<file path="config.mk">
export PLATFORM = sky130hd
export DESIGN_NAME = sysrst_seq
export DESIGN_NICKNAME = d
export VERILOG_FILES = /design/src/pkg/sysrst_pkg.sv /design/src/sysrst_seq.sv
export VERILOG_INCLUDE_DIRS = /design/src /design/src/pkg
export SDC_FILE = /design/constraint.sdc
export NUM_CORES = 1
export LEC_CHECK = 0
export ABC_AREA = 1
export BUFFER_PORTS_ARGS = -buffer_cell sky130_fd_sc_hd__buf_2
export CAP_MARGIN = 15
export CORE_MARGIN = 10
export CORE_UTILIZATION = 31
export DETAILED_ROUTE_END_ITERATION = 8
export GPL_TIMING_DRIVEN = 1
export SETUP_SLACK_MARGIN = 0.2
export SLEW_MARGIN = 20
export SYNTH_ARGS = -nofsm -noshare
export SYNTH_HDL_FRONTEND = slang
export SYNTH_SLANG_ARGS = --single-unit
</file>
<file path="constraint.sdc">
create_clock -name clk -period 2.1 [get_ports clk]
set_input_delay 0.105 -clock clk [delete_from_list [all_inputs] [get_ports clk]]
set_output_delay 0.105 -clock clk [all_outputs]
set_load 0.1 [all_outputs]
</file>
<file path="src/pkg/sysrst_map.svh">
// Offsets, field positions, reset values and timing figures of the reset sequencer.
// Assumes a 25 MHz host clock and a 32-bit APB register port.
`ifndef SYSRST_MAP_SVH
`define SYSRST_MAP_SVH

// ----------------------------------------
// Timing
// ----------------------------------------
`define SYSRST_CLK_MHZ        25
`define SYSRST_HOLD_NS        1000
`define SYSRST_INIT_NS        400
`define SYSRST_BRIDGE_NS      1000
`define SYSRST_CFG_POST_CLK   1
`define SYSRST_RATIO_POST_CLK 2
`define SYSRST_REQ0_POST_CLK  2
`define SYSRST_REFRESH_PER_BANK 8

// ----------------------------------------
// Register offsets
// ----------------------------------------
`define SYSRST_OFS_DRIVE   8'h00
`define SYSRST_OFS_CAPTURE 8'h04
`define SYSRST_OFS_CONTROL 8'h08
`define SYSRST_OFS_STATUS  8'h0C

// ----------------------------------------
// Boot configuration fields
// ----------------------------------------
`define SYSRST_CFG_PARITY_EN  0
`define SYSRST_CFG_ADDR_ERR_EN 1
`define SYSRST_CFG_BUS_ERR_EN 2
`define SYSRST_CFG_FATAL_EN   3
`define SYSRST_CFG_REDUNDANCY 4
`define SYSRST_CFG_VECTOR_4G  5
`define SYSRST_CFG_QUEUE_DEEP 6
`define SYSRST_CFG_CLUSTER_LO 7
`define SYSRST_CFG_ARB_LO     9
`define SYSRST_DRIVE_RST      13'h0040

// ----------------------------------------
// Control and status fields
// ----------------------------------------
`define SYSRST_CTL_HARD       0
`define SYSRST_CTL_BIST       1
`define SYSRST_CTL_SOFT       2
`define SYSRST_CTL_BRIDGE_LO  3
`define SYSRST_CTL_REPHASE    5
`define SYSRST_STS_FATAL      0
`define SYSRST_STS_REFRESH    1
`define SYSRST_STS_STATE_LO   2
`define SYSRST_STS_FETCH      4

`endif

</file>
<file path="src/pkg/sysrst_pkg.sv">
// Types shared by the reset sequencer.
// Assumes nothing beyond a SystemVerilog compiler.
package sysrst_pkg;

	// Sequencer phases
	typedef enum logic [1:0]
	{
		SYSRST_ST_HOLD  = 2'b00,
		SYSRST_ST_DRIVE = 2'b01,
		SYSRST_ST_RUN   = 2'b10
	} sysrst_state_t;

	// Cause of the reset being sequenced
	typedef enum logic [1:0]
	{
		SYSRST_K_POWER = 2'b00,
		SYSRST_K_HARD  = 2'b01,
		SYSRST_K_FATAL = 2'b10
	} sysrst_kind_t;

endpackage

</file>
<file path="src/sysrst_seq.sv">
// Reset and boot configuration sequencer with an APB register port.
// Assumes reset_n is the power-good level, all inputs synchronous to clk.
`timescale 1ns/1ps
`include "sysrst_map.svh"

module sysrst_seq
	import sysrst_pkg::*;
#(
	parameter int NB_BRIDGES = 2,
	parameter int NB_BANKS   = 4,
	parameter int CFG_W      = 13,
	parameter int HOLD_CYC   = (`SYSRST_HOLD_NS * `SYSRST_CLK_MHZ + 999) / 1000,
	parameter int INIT_CYC   = (`SYSRST_INIT_NS * `SYSRST_CLK_MHZ + 999) / 1000,
	parameter int BRIDGE_CYC = (`SYSRST_BRIDGE_NS * `SYSRST_CLK_MHZ + 999) / 1000
)
(
	input  wire logic             clk,
	input  wire logic             reset_n,
	input  wire logic             ce,
	input  wire logic             psel,
	input  wire logic             penable,
	input  wire logic             pwrite,
	input  wire logic [7:0]       paddr,
	input  wire logic [31:0]      pwdata,
	output logic      [31:0]      prdata,
	output logic                  pready,
	output logic                  pslverr,
	input  wire logic [CFG_W-1:0] cfg_in,
	output logic      [CFG_W-1:0] cfg_out,
	output logic                  cfg_oe,
	input  wire logic             bus_fatal_n,
	output logic                  symmetric_request0_n,
	output logic                  symmetric_request0_oe,
	output logic                  cpu_reset_n,
	output logic                  cpu_init_n,
	output logic                  ratio_select_hold_n,
	output logic                  memory_subsystem_clear_n,
	output logic                  refresh_strobe,
	output logic      [1:0]       refresh_bank,
	output logic                  power_ok_buffered_out,
	output logic                  boot_fetch_en,
	output logic [NB_BRIDGES-1:0] bridge_reset_n,
	input  wire logic             pci_fb_a,
	input  wire logic             pci_fb_b,
	output wire logic             pci_clock_a,
	output wire logic             pci_clock_b
);

	// ----------------------------------------
	// Local constants and state
	// ----------------------------------------
	localparam logic [15:0] HOLD_LAST   = 16'(HOLD_CYC - 1);
	localparam logic [15:0] INIT_LAST   = 16'(INIT_CYC - 1);
	localparam logic [15:0] BRIDGE_LAST = 16'(BRIDGE_CYC - 1);
	localparam logic [1:0]  CFG_LAST    = 2'(`SYSRST_CFG_POST_CLK - 1);
	localparam logic [1:0]  RATIO_LAST  = 2'(`SYSRST_RATIO_POST_CLK - 1);
	localparam logic [1:0]  REQ0_LAST   = 2'(`SYSRST_REQ0_POST_CLK - 1);
	localparam logic [7:0]  REFRESH_ALL = 8'(`SYSRST_REFRESH_PER_BANK * NB_BANKS);

	sysrst_state_t          st_r;
	sysrst_kind_t           kind_r;
	logic [15:0]            cnt_r;
	logic [1:0]             post_r;
	logic [CFG_W-1:0]       drive_r;
	logic [CFG_W-1:0]       capture_r;
	logic                   hard_go_r;
	logic                   soft_go_r;
	logic [NB_BRIDGES-1:0]  br_go_r;
	logic                   bist_r;
	logic                   rephase_en_r;
	logic                   fatal_seen_r;
	logic [15:0]            init_cnt_r;
	logic [7:0]             refresh_left_r;
	logic [NB_BRIDGES-1:0]  pci_clock_r;
	logic [NB_BRIDGES-1:0]  pci_fb;
	logic                   acc_first;
	logic                   done;
	logic                   hard_take;
	logic                   fatal_take;
	logic                   full_hold;

	assign pci_fb     = {pci_fb_b, pci_fb_a};
	assign pci_clock_a = pci_clock_r[0];
	assign pci_clock_b = pci_clock_r[1];

	// APB phases: first access cycle reads, the pready edge commits a write
	assign acc_first = psel && penable && !pready;
	assign done      = psel && penable && pready && ce;

	// A hard request wins over a simultaneous bus fatal event
	assign hard_take  = (st_r == SYSRST_ST_RUN) && hard_go_r;
	assign fatal_take = (st_r == SYSRST_ST_RUN) && !hard_go_r && !bus_fatal_n
		&& capture_r[`SYSRST_CFG_FATAL_EN];
	assign full_hold  = (st_r == SYSRST_ST_HOLD) && (kind_r != SYSRST_K_FATAL);

	// ----------------------------------------
	// APB slave
	// ----------------------------------------
	// One wait state; unmapped offsets answer with pslverr and zero data
	always_ff @(posedge clk or negedge reset_n)
	begin
		if (!reset_n)
		begin
			pready  <= 1'b0;
			pslverr <= 1'b0;
			prdata  <= 32'h0000_0000;
		end
		else if (ce)
		begin
			pready  <= acc_first;
			pslverr <= 1'b0;
			if (acc_first)
			begin
				prdata <= 32'h0000_0000;
				unique case (paddr)
					`SYSRST_OFS_DRIVE:   prdata <= 32'(drive_r);
					`SYSRST_OFS_CAPTURE: prdata <= 32'(capture_r);
					`SYSRST_OFS_CONTROL: prdata <= 32'({rephase_en_r, 3'b000, bist_r, 1'b0});
					`SYSRST_OFS_STATUS:  prdata <= 32'({boot_fetch_en, st_r,
						(refresh_left_r != 8'h00), fatal_seen_r});
					default:             pslverr <= 1'b1;
				endcase
			end
		end
	end

	// Drive register: only power-good resets it to 0x0040, a hard reset leaves it alone
	always_ff @(posedge clk or negedge reset_n)
	begin
		if (!reset_n)
			drive_r <= `SYSRST_DRIVE_RST;
		else if (ce && done && pwrite && paddr == `SYSRST_OFS_DRIVE)
			drive_r <= pwdata[CFG_W-1:0];
	end

	// Control: trigger bits self-clear into one-cycle pulses
	always_ff @(posedge clk or negedge reset_n)
	begin
		if (!reset_n)
		begin
			hard_go_r    <= 1'b0;
			soft_go_r    <= 1'b0;
			br_go_r      <= '0;
			bist_r       <= 1'b0;
			rephase_en_r <= 1'b1;
		end
		else if (ce)
		begin
			hard_go_r <= 1'b0;
			soft_go_r <= 1'b0;
			br_go_r   <= '0;
			if (done && pwrite && paddr == `SYSRST_OFS_CONTROL)
			begin
				hard_go_r    <= pwdata[`SYSRST_CTL_HARD];
				soft_go_r    <= pwdata[`SYSRST_CTL_SOFT];
				br_go_r      <= pwdata[`SYSRST_CTL_BRIDGE_LO +: NB_BRIDGES];
				bist_r       <= pwdata[`SYSRST_CTL_BIST];
				rephase_en_r <= pwdata[`SYSRST_CTL_REPHASE];
			end
		end
	end

	// Sticky fatal flag survives hard resets; a new event beats the clear
	always_ff @(posedge clk or negedge reset_n)
	begin
		if (!reset_n)
			fatal_seen_r <= 1'b0;
		else if (ce)
		begin
			if (fatal_take)
				fatal_seen_r <= 1'b1;
			else if (done && pwrite && paddr == `SYSRST_OFS_STATUS
				&& pwdata[`SYSRST_STS_FATAL])
				fatal_seen_r <= 1'b0;
		end
	end

	// ----------------------------------------
	// Reset sequencer
	// ----------------------------------------
	// Everything runs at the host clock rate; no doubled domain lives here
	always_ff @(posedge clk or negedge reset_n)
	begin
		if (!reset_n)
		begin
			st_r                     <= SYSRST_ST_HOLD;
			kind_r                   <= SYSRST_K_POWER;
			cnt_r                    <= HOLD_LAST;
			post_r                   <= 2'h0;
			cpu_reset_n              <= 1'b0;
			memory_subsystem_clear_n <= 1'b0;
			ratio_select_hold_n      <= 1'b0;
			cfg_oe                   <= 1'b1;
			symmetric_request0_oe    <= 1'b1;
			symmetric_request0_n     <= 1'b0;
			power_ok_buffered_out    <= 1'b0;
			boot_fetch_en            <= 1'b0;
			capture_r                <= `SYSRST_DRIVE_RST;
			cfg_out                  <= `SYSRST_DRIVE_RST;
		end
		else if (ce)
		begin
			cfg_out              <= drive_r;
			symmetric_request0_n <= !symmetric_request0_oe;
			unique case (st_r)
				SYSRST_ST_HOLD:
				begin
					power_ok_buffered_out <= (kind_r != SYSRST_K_HARD);
					if (cnt_r == 16'h0000)
					begin
						cpu_reset_n              <= 1'b1;
						memory_subsystem_clear_n <= 1'b1;
						capture_r                <= cfg_in;
						post_r                   <= 2'h0;
						st_r                     <= SYSRST_ST_DRIVE;
					end
					else
						cnt_r <= cnt_r - 16'h0001;
				end
				SYSRST_ST_DRIVE:
				begin
					post_r <= post_r + 2'h1;
					if (post_r == CFG_LAST)
						cfg_oe <= 1'b0;
					if (post_r == REQ0_LAST)
						symmetric_request0_oe <= 1'b0;
					if (post_r == RATIO_LAST)
					begin
						ratio_select_hold_n <= 1'b1;
						st_r                <= SYSRST_ST_RUN;
						boot_fetch_en       <= 1'b1;
					end
				end
				SYSRST_ST_RUN:
				begin
					power_ok_buffered_out <= 1'b1;
					if (hard_take || fatal_take)
					begin
						st_r                  <= SYSRST_ST_HOLD;
						kind_r                <= hard_take ? SYSRST_K_HARD : SYSRST_K_FATAL;
						cnt_r                 <= HOLD_LAST;
						cpu_reset_n           <= 1'b0;
						ratio_select_hold_n   <= 1'b0;
						cfg_oe                <= 1'b1;
						symmetric_request0_oe <= 1'b1;
						boot_fetch_en         <= 1'b0;
						power_ok_buffered_out <= !hard_take;
						// Bus fatal leaves the memory subsystem running
						memory_subsystem_clear_n <= !hard_take;
					end
				end
				default:
					st_r <= SYSRST_ST_HOLD;
			endcase
		end
	end

	// Refresh burst after memory clear release; skipped after a bus fatal reset
	always_ff @(posedge clk or negedge reset_n)
	begin
		if (!reset_n)
		begin
			refresh_left_r <= 8'h00;
			refresh_strobe <= 1'b0;
			refresh_bank   <= 2'h0;
		end
		else if (ce)
		begin
			refresh_strobe <= 1'b0;
			if (full_hold && cnt_r == 16'h0000)
				refresh_left_r <= REFRESH_ALL;
			else if (refresh_left_r != 8'h00)
			begin
				refresh_left_r <= refresh_left_r - 8'h01;
				refresh_strobe <= 1'b1;
				refresh_bank   <= refresh_left_r[1:0];
			end
		end
	end

	// Processor init: soft reset, or self-test request with a hard reset
	always_ff @(posedge clk or negedge reset_n)
	begin
		if (!reset_n)
		begin
			init_cnt_r <= 16'h0000;
			cpu_init_n <= 1'b1;
		end
		else if (ce)
		begin
			if (soft_go_r || (hard_take && bist_r))
			begin
				init_cnt_r <= INIT_LAST;
				cpu_init_n <= 1'b0;
			end
			else if (init_cnt_r != 16'h0000)
				init_cnt_r <= init_cnt_r - 16'h0001;
			else
				cpu_init_n <= 1'b1;
		end
	end

	// ----------------------------------------
	// Per-bridge reset and PCI clock
	// ----------------------------------------
	generate
		for (genvar i = 0; i < NB_BRIDGES; i++)
		begin : g_bridge
			logic [15:0] br_cnt_r;
			logic [1:0]  div_r;
			logic [1:0]  div_nxt;
			logic        fb_d_r;
			logic        rephase;

			// A hard, fatal or soft reset, or this bridge's own reset, re-phases the clock unless software defeats it
			assign rephase = rephase_en_r
				&& (hard_take || fatal_take || soft_go_r || br_go_r[i]);
			assign div_nxt = (rephase || (pci_fb[i] && !fb_d_r)) ? 2'h1
				: (div_r == 2'h2) ? 2'h0 : div_r + 2'h1;

			// Local bridge reset never touches the processors
			always_ff @(posedge clk or negedge reset_n)
			begin
				if (!reset_n)
				begin
					br_cnt_r          <= 16'h0000;
					bridge_reset_n[i] <= 1'b0;
				end
				else if (ce)
				begin
					if (br_go_r[i])
						br_cnt_r <= BRIDGE_LAST;
					else if (br_cnt_r != 16'h0000)
						br_cnt_r <= br_cnt_r - 16'h0001;
					bridge_reset_n[i] <= !(full_hold || br_go_r[i]
						|| br_cnt_r != 16'h0000);
				end
			end

			// Divide by three; the feedback edge pulls the phase into line
			always_ff @(posedge clk or negedge reset_n)
			begin
				if (!reset_n)
				begin
					div_r          <= 2'h0;
					fb_d_r         <= 1'b0;
					pci_clock_r[i] <= 1'b0;
				end
				else if (ce)
				begin
					div_r          <= div_nxt;
					fb_d_r         <= pci_fb[i];
					pci_clock_r[i] <= (div_nxt == 2'h0);
				end
			end
		end
	endgenerate
endmodule

</file>
==> run metrics, run 1 <==
Fmax achieved=563.4 MHz; total routing usage reported by global routing=13.06%; via density per instance=4.551; max-cap viol count=0; Top Ports=125; clock sink count=160; Min Clock Period, post-route=1.775 ns; worst rel slew slack=63.73%; Die Footprint=36230 um^2; final hold vios=0; Max Buffers Root-to-Sink=2; slew of the pin with the lowest slew margin=0.5441 ns; RSZ-0062 raised after global routing=yes; Filler cells=3044; DR DRC count=0; pin count of the biggest net entering global routing=49; CP max-delay cell=dfrtp_1; #FFs+latches synth=160; H-tree depth=4; sequential fraction of the synthesis area=44.63%; vias in the first global route=7807; Clock Latency Late Sink=0.43 ns; Starting DRT DRC Count=481; most common cell after layout, fill and taps aside=nand2_1; ANT cells=0; CTS Root Cell=clkbuf_16; Synth Cell Area=8996 um^2; gpl congestion=0.8386; sequential cell area=4016 um^2; Num CTS Buffers=17; global route overflow=0; row cnt=62; commonest non-fill, non-tap cells in the layout=nand2_1, dfrtp_1, nor2_1; total wire length=23150 um; CP peak stage delay=0.44 ns; initial core utilization=31.34%; share of cells above drive strength 1=16.21%; DP Cell Count=1663; area occupied by multi-input gates=4343 um^2; area of the core=28700 um^2; Max FO, Critical Path=9; P per Cell Area=1326 nW/um^2; WP data arrival=2.15 ns; Clk pwr share=22.2%; Post-Synthesis Cells=1209; Peak VDD IR=1.282 mV; initial antenna violation count=0; Slew Viols, Final=0; first-pass GRT wire length=39590 um; P_leak=5.519 nW; WS Path Type=flop to flop; wire length per cell=13.39 um; Most Frequent Cell on Critical Path=nand2_1; final setup fails=0; period utilization=84.52%; Worst setup SP type=flop; die height=190.4 um; worst path cell trace=inv_1, ha_2, inv_1, a21oi_2, nand4_2, nand2_1, nand2_1, nand2_1; worst hold path type=input pin to flop; Layout area overhead=19.28%; Psw=6.501 mW; part of the power in combinational logic=43.4%; outcome=complete, no violations; Die X=190.4 um; Cell variety after synth=39; DPL Wire Length=16680 um; via count=7868; clk slew on worst S/H paths=0.07 ns; P_int=7.731 mW; critical path capture point type=flop; setup total negative slack=0 ns; ANT nets after route=0; Final Non-Filler Cells=1729; critical path required time=2.47 ns; syn avg cell area=7.441 um^2; port buffer count=86; number of synthesis warnings=0; CTS tree=built; WHS=0.0001774 ns; Max Clock Skew=0.01076 ns; TritonRoute pass-1 iters=5; sequential fraction of design power=34.4%; Final #Nets=1409; Sw Share=45.68%
synth_stat cells (all sizes together):
cell    count  area share (%)
a21oi       7            0.39
clkinv      1           0.042
xnor2       3            0.29
o211ai      1           0.083
or2         8            0.56
ha         15             2.1
xor2       14             1.4
inv       107             4.5
dfstp       9             2.6
o21bai      9            0.75
nor2      137             6.6
buf        42             3.8
conb        1           0.042
clkbuf      6            0.25
o311ai      1           0.097
nand4      13            0.97
o22ai       4            0.28
o21ai      99             6.5
nand3     118             6.9
dfrtp     151              42
nand2     460              20
nand3b      1           0.083
nor3        1           0.056
o21a        1           0.083
layer usage:
metal	vias up	track usage (%)	part of all wire (%)
li1	4045	-	-
met1	3698	17.53	48
met2	113	21.20	47
met3	12	2.670	3.8
met4	0	2.847	0.72
met5	-	0	0
sequential cells by signal, summed over array words and instances (netlist names), 4 cells and up:
signal	cells
capture_r	13
g_bridge.div_r	4
init_cnt_r	16
refresh_left_r	8
cfg_out	13
cnt_r	16
prdata	13
g_bridge.br_cnt_r	32
drive_r	13
timing repair:
action | 4_1_cts | 5_1_grt
pin swaps | 0 | 4
hold buffers | 28 | 0
gates cloned | 0 | 1
gates resized for setup | 3 | 8
setup endpoints to repair | 39 | 53
buffers inserted | 0 | 5
endpoints found under the hold margin | 74 | 0
critical path: cells and delay by family, from the launching register on:
family / cells / cell delay (ns)
buffers and inverters: 2 / 0.25
AND/OR/NAND/NOR: 4 / 0.58
AO/OA/AOI/OAI: 1 / 0.20
flip-flops: 1 / 0.44
adder cells (fa/ha/maj): 1 / 0.26
final cells by class:
type / instances / area share (%)
sequential: 160 / 37.43
timing repair buffer: 133 / 8.396
inverter: 108 / 3.778
multi-input combinational: 912 / 40.47
tap: 384 / 4.478
clock buffer: 18 / 4.000
clock inverter: 14 / 1.446
worst paths after layout:
kind / slack [ns] / startpoint / to / cells past startpoint
setup / recovery: 0.33 / st_r[1] / refresh_bank[0] / 8
hold / removal: 0.0002 / pwdata[3] / drive_r[3] / 3
setup reg to reg: 0.33 / st_r[1] / refresh_bank[0] / 8
hold reg to reg: 0.47 / cfg_out[3] / cfg_out[3] / 2
max in group asynchronous: 1.18 / reset_n / cfg_out[6] / 3
min in group asynchronous: 0.19 / reset_n / drive_r[4] / 2
metrics by stage:
stage / power [mW] / cell area, um^2 / utilization, % / setup WS [ns]
after floorplan: 9.787 / 9065 / - / 0.4719
after global placement: 10.80 / 9748 / 33.96 / 0.1146
after detailed placement: 10.93 / 9748 / 33.96 / 0.08597
after CTS: 14.22 / 10630 / 37.03 / 0.2333
after global routing: 15.50 / 10730 / 37.38 / 0.1623
final: 14.23 / 10730 / 37.38 / 0.3250
power by group through the flow:
stage / clock network [mW] / logic [mW] / registers (mW)
final: 3.16 / 6.18 / 4.89
after global routing: 3.36 / 7.10 / 5.04
after CTS: 3.24 / 6.11 / 4.87
after detailed placement: 0 / 6.03 / 4.91
after global placement: 0 / 5.91 / 4.89
after floorplan: 0 / 4.29 / 5.49
cells by family after synthesis:
family | count (synthesis) | share of synthesized area (%)
simple gates | 738 | 34.88
flops | 160 | 44.63
buf+inv | 156 | 8.553
compound gates | 122 | 8.150
xor+xnor | 17 | 1.655
fa+ha+maj | 15 | 2.086
other cells | 1 | 0.04168
Power figures use the tool's default switching activity.
==> inputs of run 2 (changes only) <==
==> constraint.sdc (replaced) <==
create_clock -name clk -period 1.8 [get_ports clk]
set_input_delay 0.09 -clock clk [delete_from_list [all_inputs] [get_ports clk]]
set_output_delay 0.09 -clock clk [all_outputs]
set_load 0.1 [all_outputs]
==> run 2 against run 1 <==
- first-iteration DRC count increased by 4.6%
- sequential power grew 17%
- via count grew 3.5%
- critical endpoint is now capture_r[10]
- critical path type unchanged
==> run metrics, run 2 (synthesized netlist as in run 1, its figures left out) <==
Min-Delay Endpoint=drive_r[6]; sequential fraction of design power=31.8%; first-pass GRT wire length=39360 um; Final Non-Filler Cells=1777; Die Footprint=36230 um^2; worst hold path type=input pin to flop; DPL Wire Length=17040 um; outcome=complete, no violations; Fmax achieved=633.6 MHz; slew of the pin with the lowest slew margin=0.5626 ns; via count=8146; Critical Path Source=cnt_r[11]; Max Clock Skew=0.01638 ns; Top Registers=g_bridge.br_cnt_r: 32 flops, cnt_r: 16 flops, init_cnt_r: 16 flops; critical path capture point type=flop; Layout area overhead=27.73%; Reg2Reg Capture Point=capture_r[10]; Reg2Reg Setup Slack=0.22 ns; most common cell after layout, fill and taps aside=nand2_1; WP data arrival=1.90 ns; crit-path leading delay family=simple AND/OR/NAND/NOR gates; clock sink count=160; CP max-delay cell=dfrtp_2; row cnt=62; Starting DRT DRC Count=503; RSZ-0062 raised after global routing=yes; Final #Nets=1456; met1 Use GR=17.69%; Sw Share=46.36%; P_leak=5.795 nW; Clk pwr share=21.0%; setup total negative slack=0 ns; max reg flops=32; P per Cell Area=1567 nW/um^2; Max FO, Critical Path=8; final worst setup slack=0.2217 ns; Die X=190.4 um; DR DRC count=0; post-place setup slack=-0.01828 ns; die height=190.4 um; worst path cell trace=nor2_2, nand2_2, nor2_4, nand2_2, nor2_4, clkbuf_16, o21ai_1; area of the core=28700 um^2; Hold Crit Depth=5; reg2reg start=cnt_r[11]; Peak VDD IR=1.831 mV; Hold Path Origin=penable; initial antenna violation count=0; commonest non-fill, non-tap cells in the layout=nand2_1, dfrtp_1, nand3_1; H-tree depth=4; WP buf/inv=1; ANT nets after route=0; share of cells above drive strength 1=23.42%; Design Power=18.01 mW; Filler cells=2943; worst rel slew slack=62.49%; gpl congestion=0.8555; Top Ports=125; clk slew on worst S/H paths=0.08 ns; max-cap viol count=0; met3 Usage GRT=2.670%; GR Util met2=20.88%; DP Cell Count=1683; final core occ=40.03%; Worst setup SP type=flop; period utilization=87.69%; P_int=9.661 mW; Clock Latency Late Sink=0.44 ns; Min Clock Period, post-route=1.578 ns; TritonRoute pass-1 iters=6; R2R cell count=7; critical path required time=2.12 ns; final hold vios=0; Max Buffers Root-to-Sink=2; Worst path depth=7; total routing usage reported by global routing=13.14%; Largest Register=g_bridge.br_cnt_r; final setup fails=0; CTS Root Cell=clkbuf_16; via density per instance=4.584; port buffer count=86; initial core utilization=31.34%; area occupied by multi-input gates=4698 um^2; total wire length=24330 um; Psw=8.350 mW; global route overflow=0; pin count of the biggest net entering global routing=51; busiest grt layer=met2; WS Path Type=flop to flop; sequential cell area=4028 um^2; CP peak stage delay=0.45 ns; Slew Viols, Final=0; vias in the first global route=7787; Num CTS Buffers=17; CTS tree=built; part of the power in combinational logic=47.2%; wire length per cell=13.69 um
run 2: changes by cell type in the layout (fill, tap and decap cells not counted), sizes merged:
cell	delta
nand2	+4
clkbuf	+1
nor2	+1
bufinv	-1
inv	+3
clkinvlp	-3
dlygate4sd3	+1
clkinv	+2
diode	+1
buf	+39
run 2: worst max-delay path by stage:
stage | end | slack [ns]
finish | capture_r[10] | 0.22
floorplan | init_cnt_r[3] | 0.21
global placement | refresh_left_r[6] | 0.04
global route | capture_r[10] | 0.14
CTS | g_bridge[1].br_cnt_r[15] | 0.17
detailed placement | refresh_left_r[5] | -0.02
run 2: final cells by class:
cell class | count | area share [%]
Sequential cell | 160 | 35.05
Antenna cell | 1 | 0.02178
Inverter | 108 | 3.528
Clock inverter | 15 | 1.655
Clock buffer | 17 | 3.702
Tap cell | 384 | 4.181
Timing Repair Buffer | 175 | 10.98
Multi-Input combinational cell | 917 | 40.89
run 2: stage by stage:
stage	hold slack, ns	area, um^2
global placement	0.09311	9913
CTS	0.05750	10960
floorplan	-0.2056	9071
global route	0.07810	11490
finish	0.06657	11490
detailed placement	0.09843	9913
run 2: metal layers:
layer,wire length [um],vias up,share of wire (%)
li1,-,4149,-
met4,271,0,1.1
met5,0,-,0
met3,806,25,3.3
met2,11580,128,48
met1,11680,3844,48
run 2: power by group through the flow:
stage	sequential [mW]	combinational [mW]	clock (mW)
5_1_grt	5.88	9.54	4.05
3_5_place_dp	5.72	7.17	0
6_report	5.73	8.49	3.79
2_1_floorplan	6.41	5.02	0
3_3_place_gp	5.70	7.07	0
4_1_cts	5.69	7.52	3.88
run 2: worst reg2reg max path, delay by kind of cell (launching register included):
family / cells / cell delay [ns]
AND/OR/NAND/NOR: 5 / 0.74
AO/OA/AOI/OAI: 1 / 0.06
buffers and inverters: 1 / 0.22
flip-flops: 1 / 0.45
run 2: repair_timing:
action / 4_1_cts / 5_1_grt
gates cloned: 2 / 5
resized for setup: 20 / 89
setup endpoints to repair: 50 / 100
endpoints found under the hold margin: 79 / 0
pin swaps: 4 / 27
buffers inserted: 2 / 23
hold buffers: 29 / 0
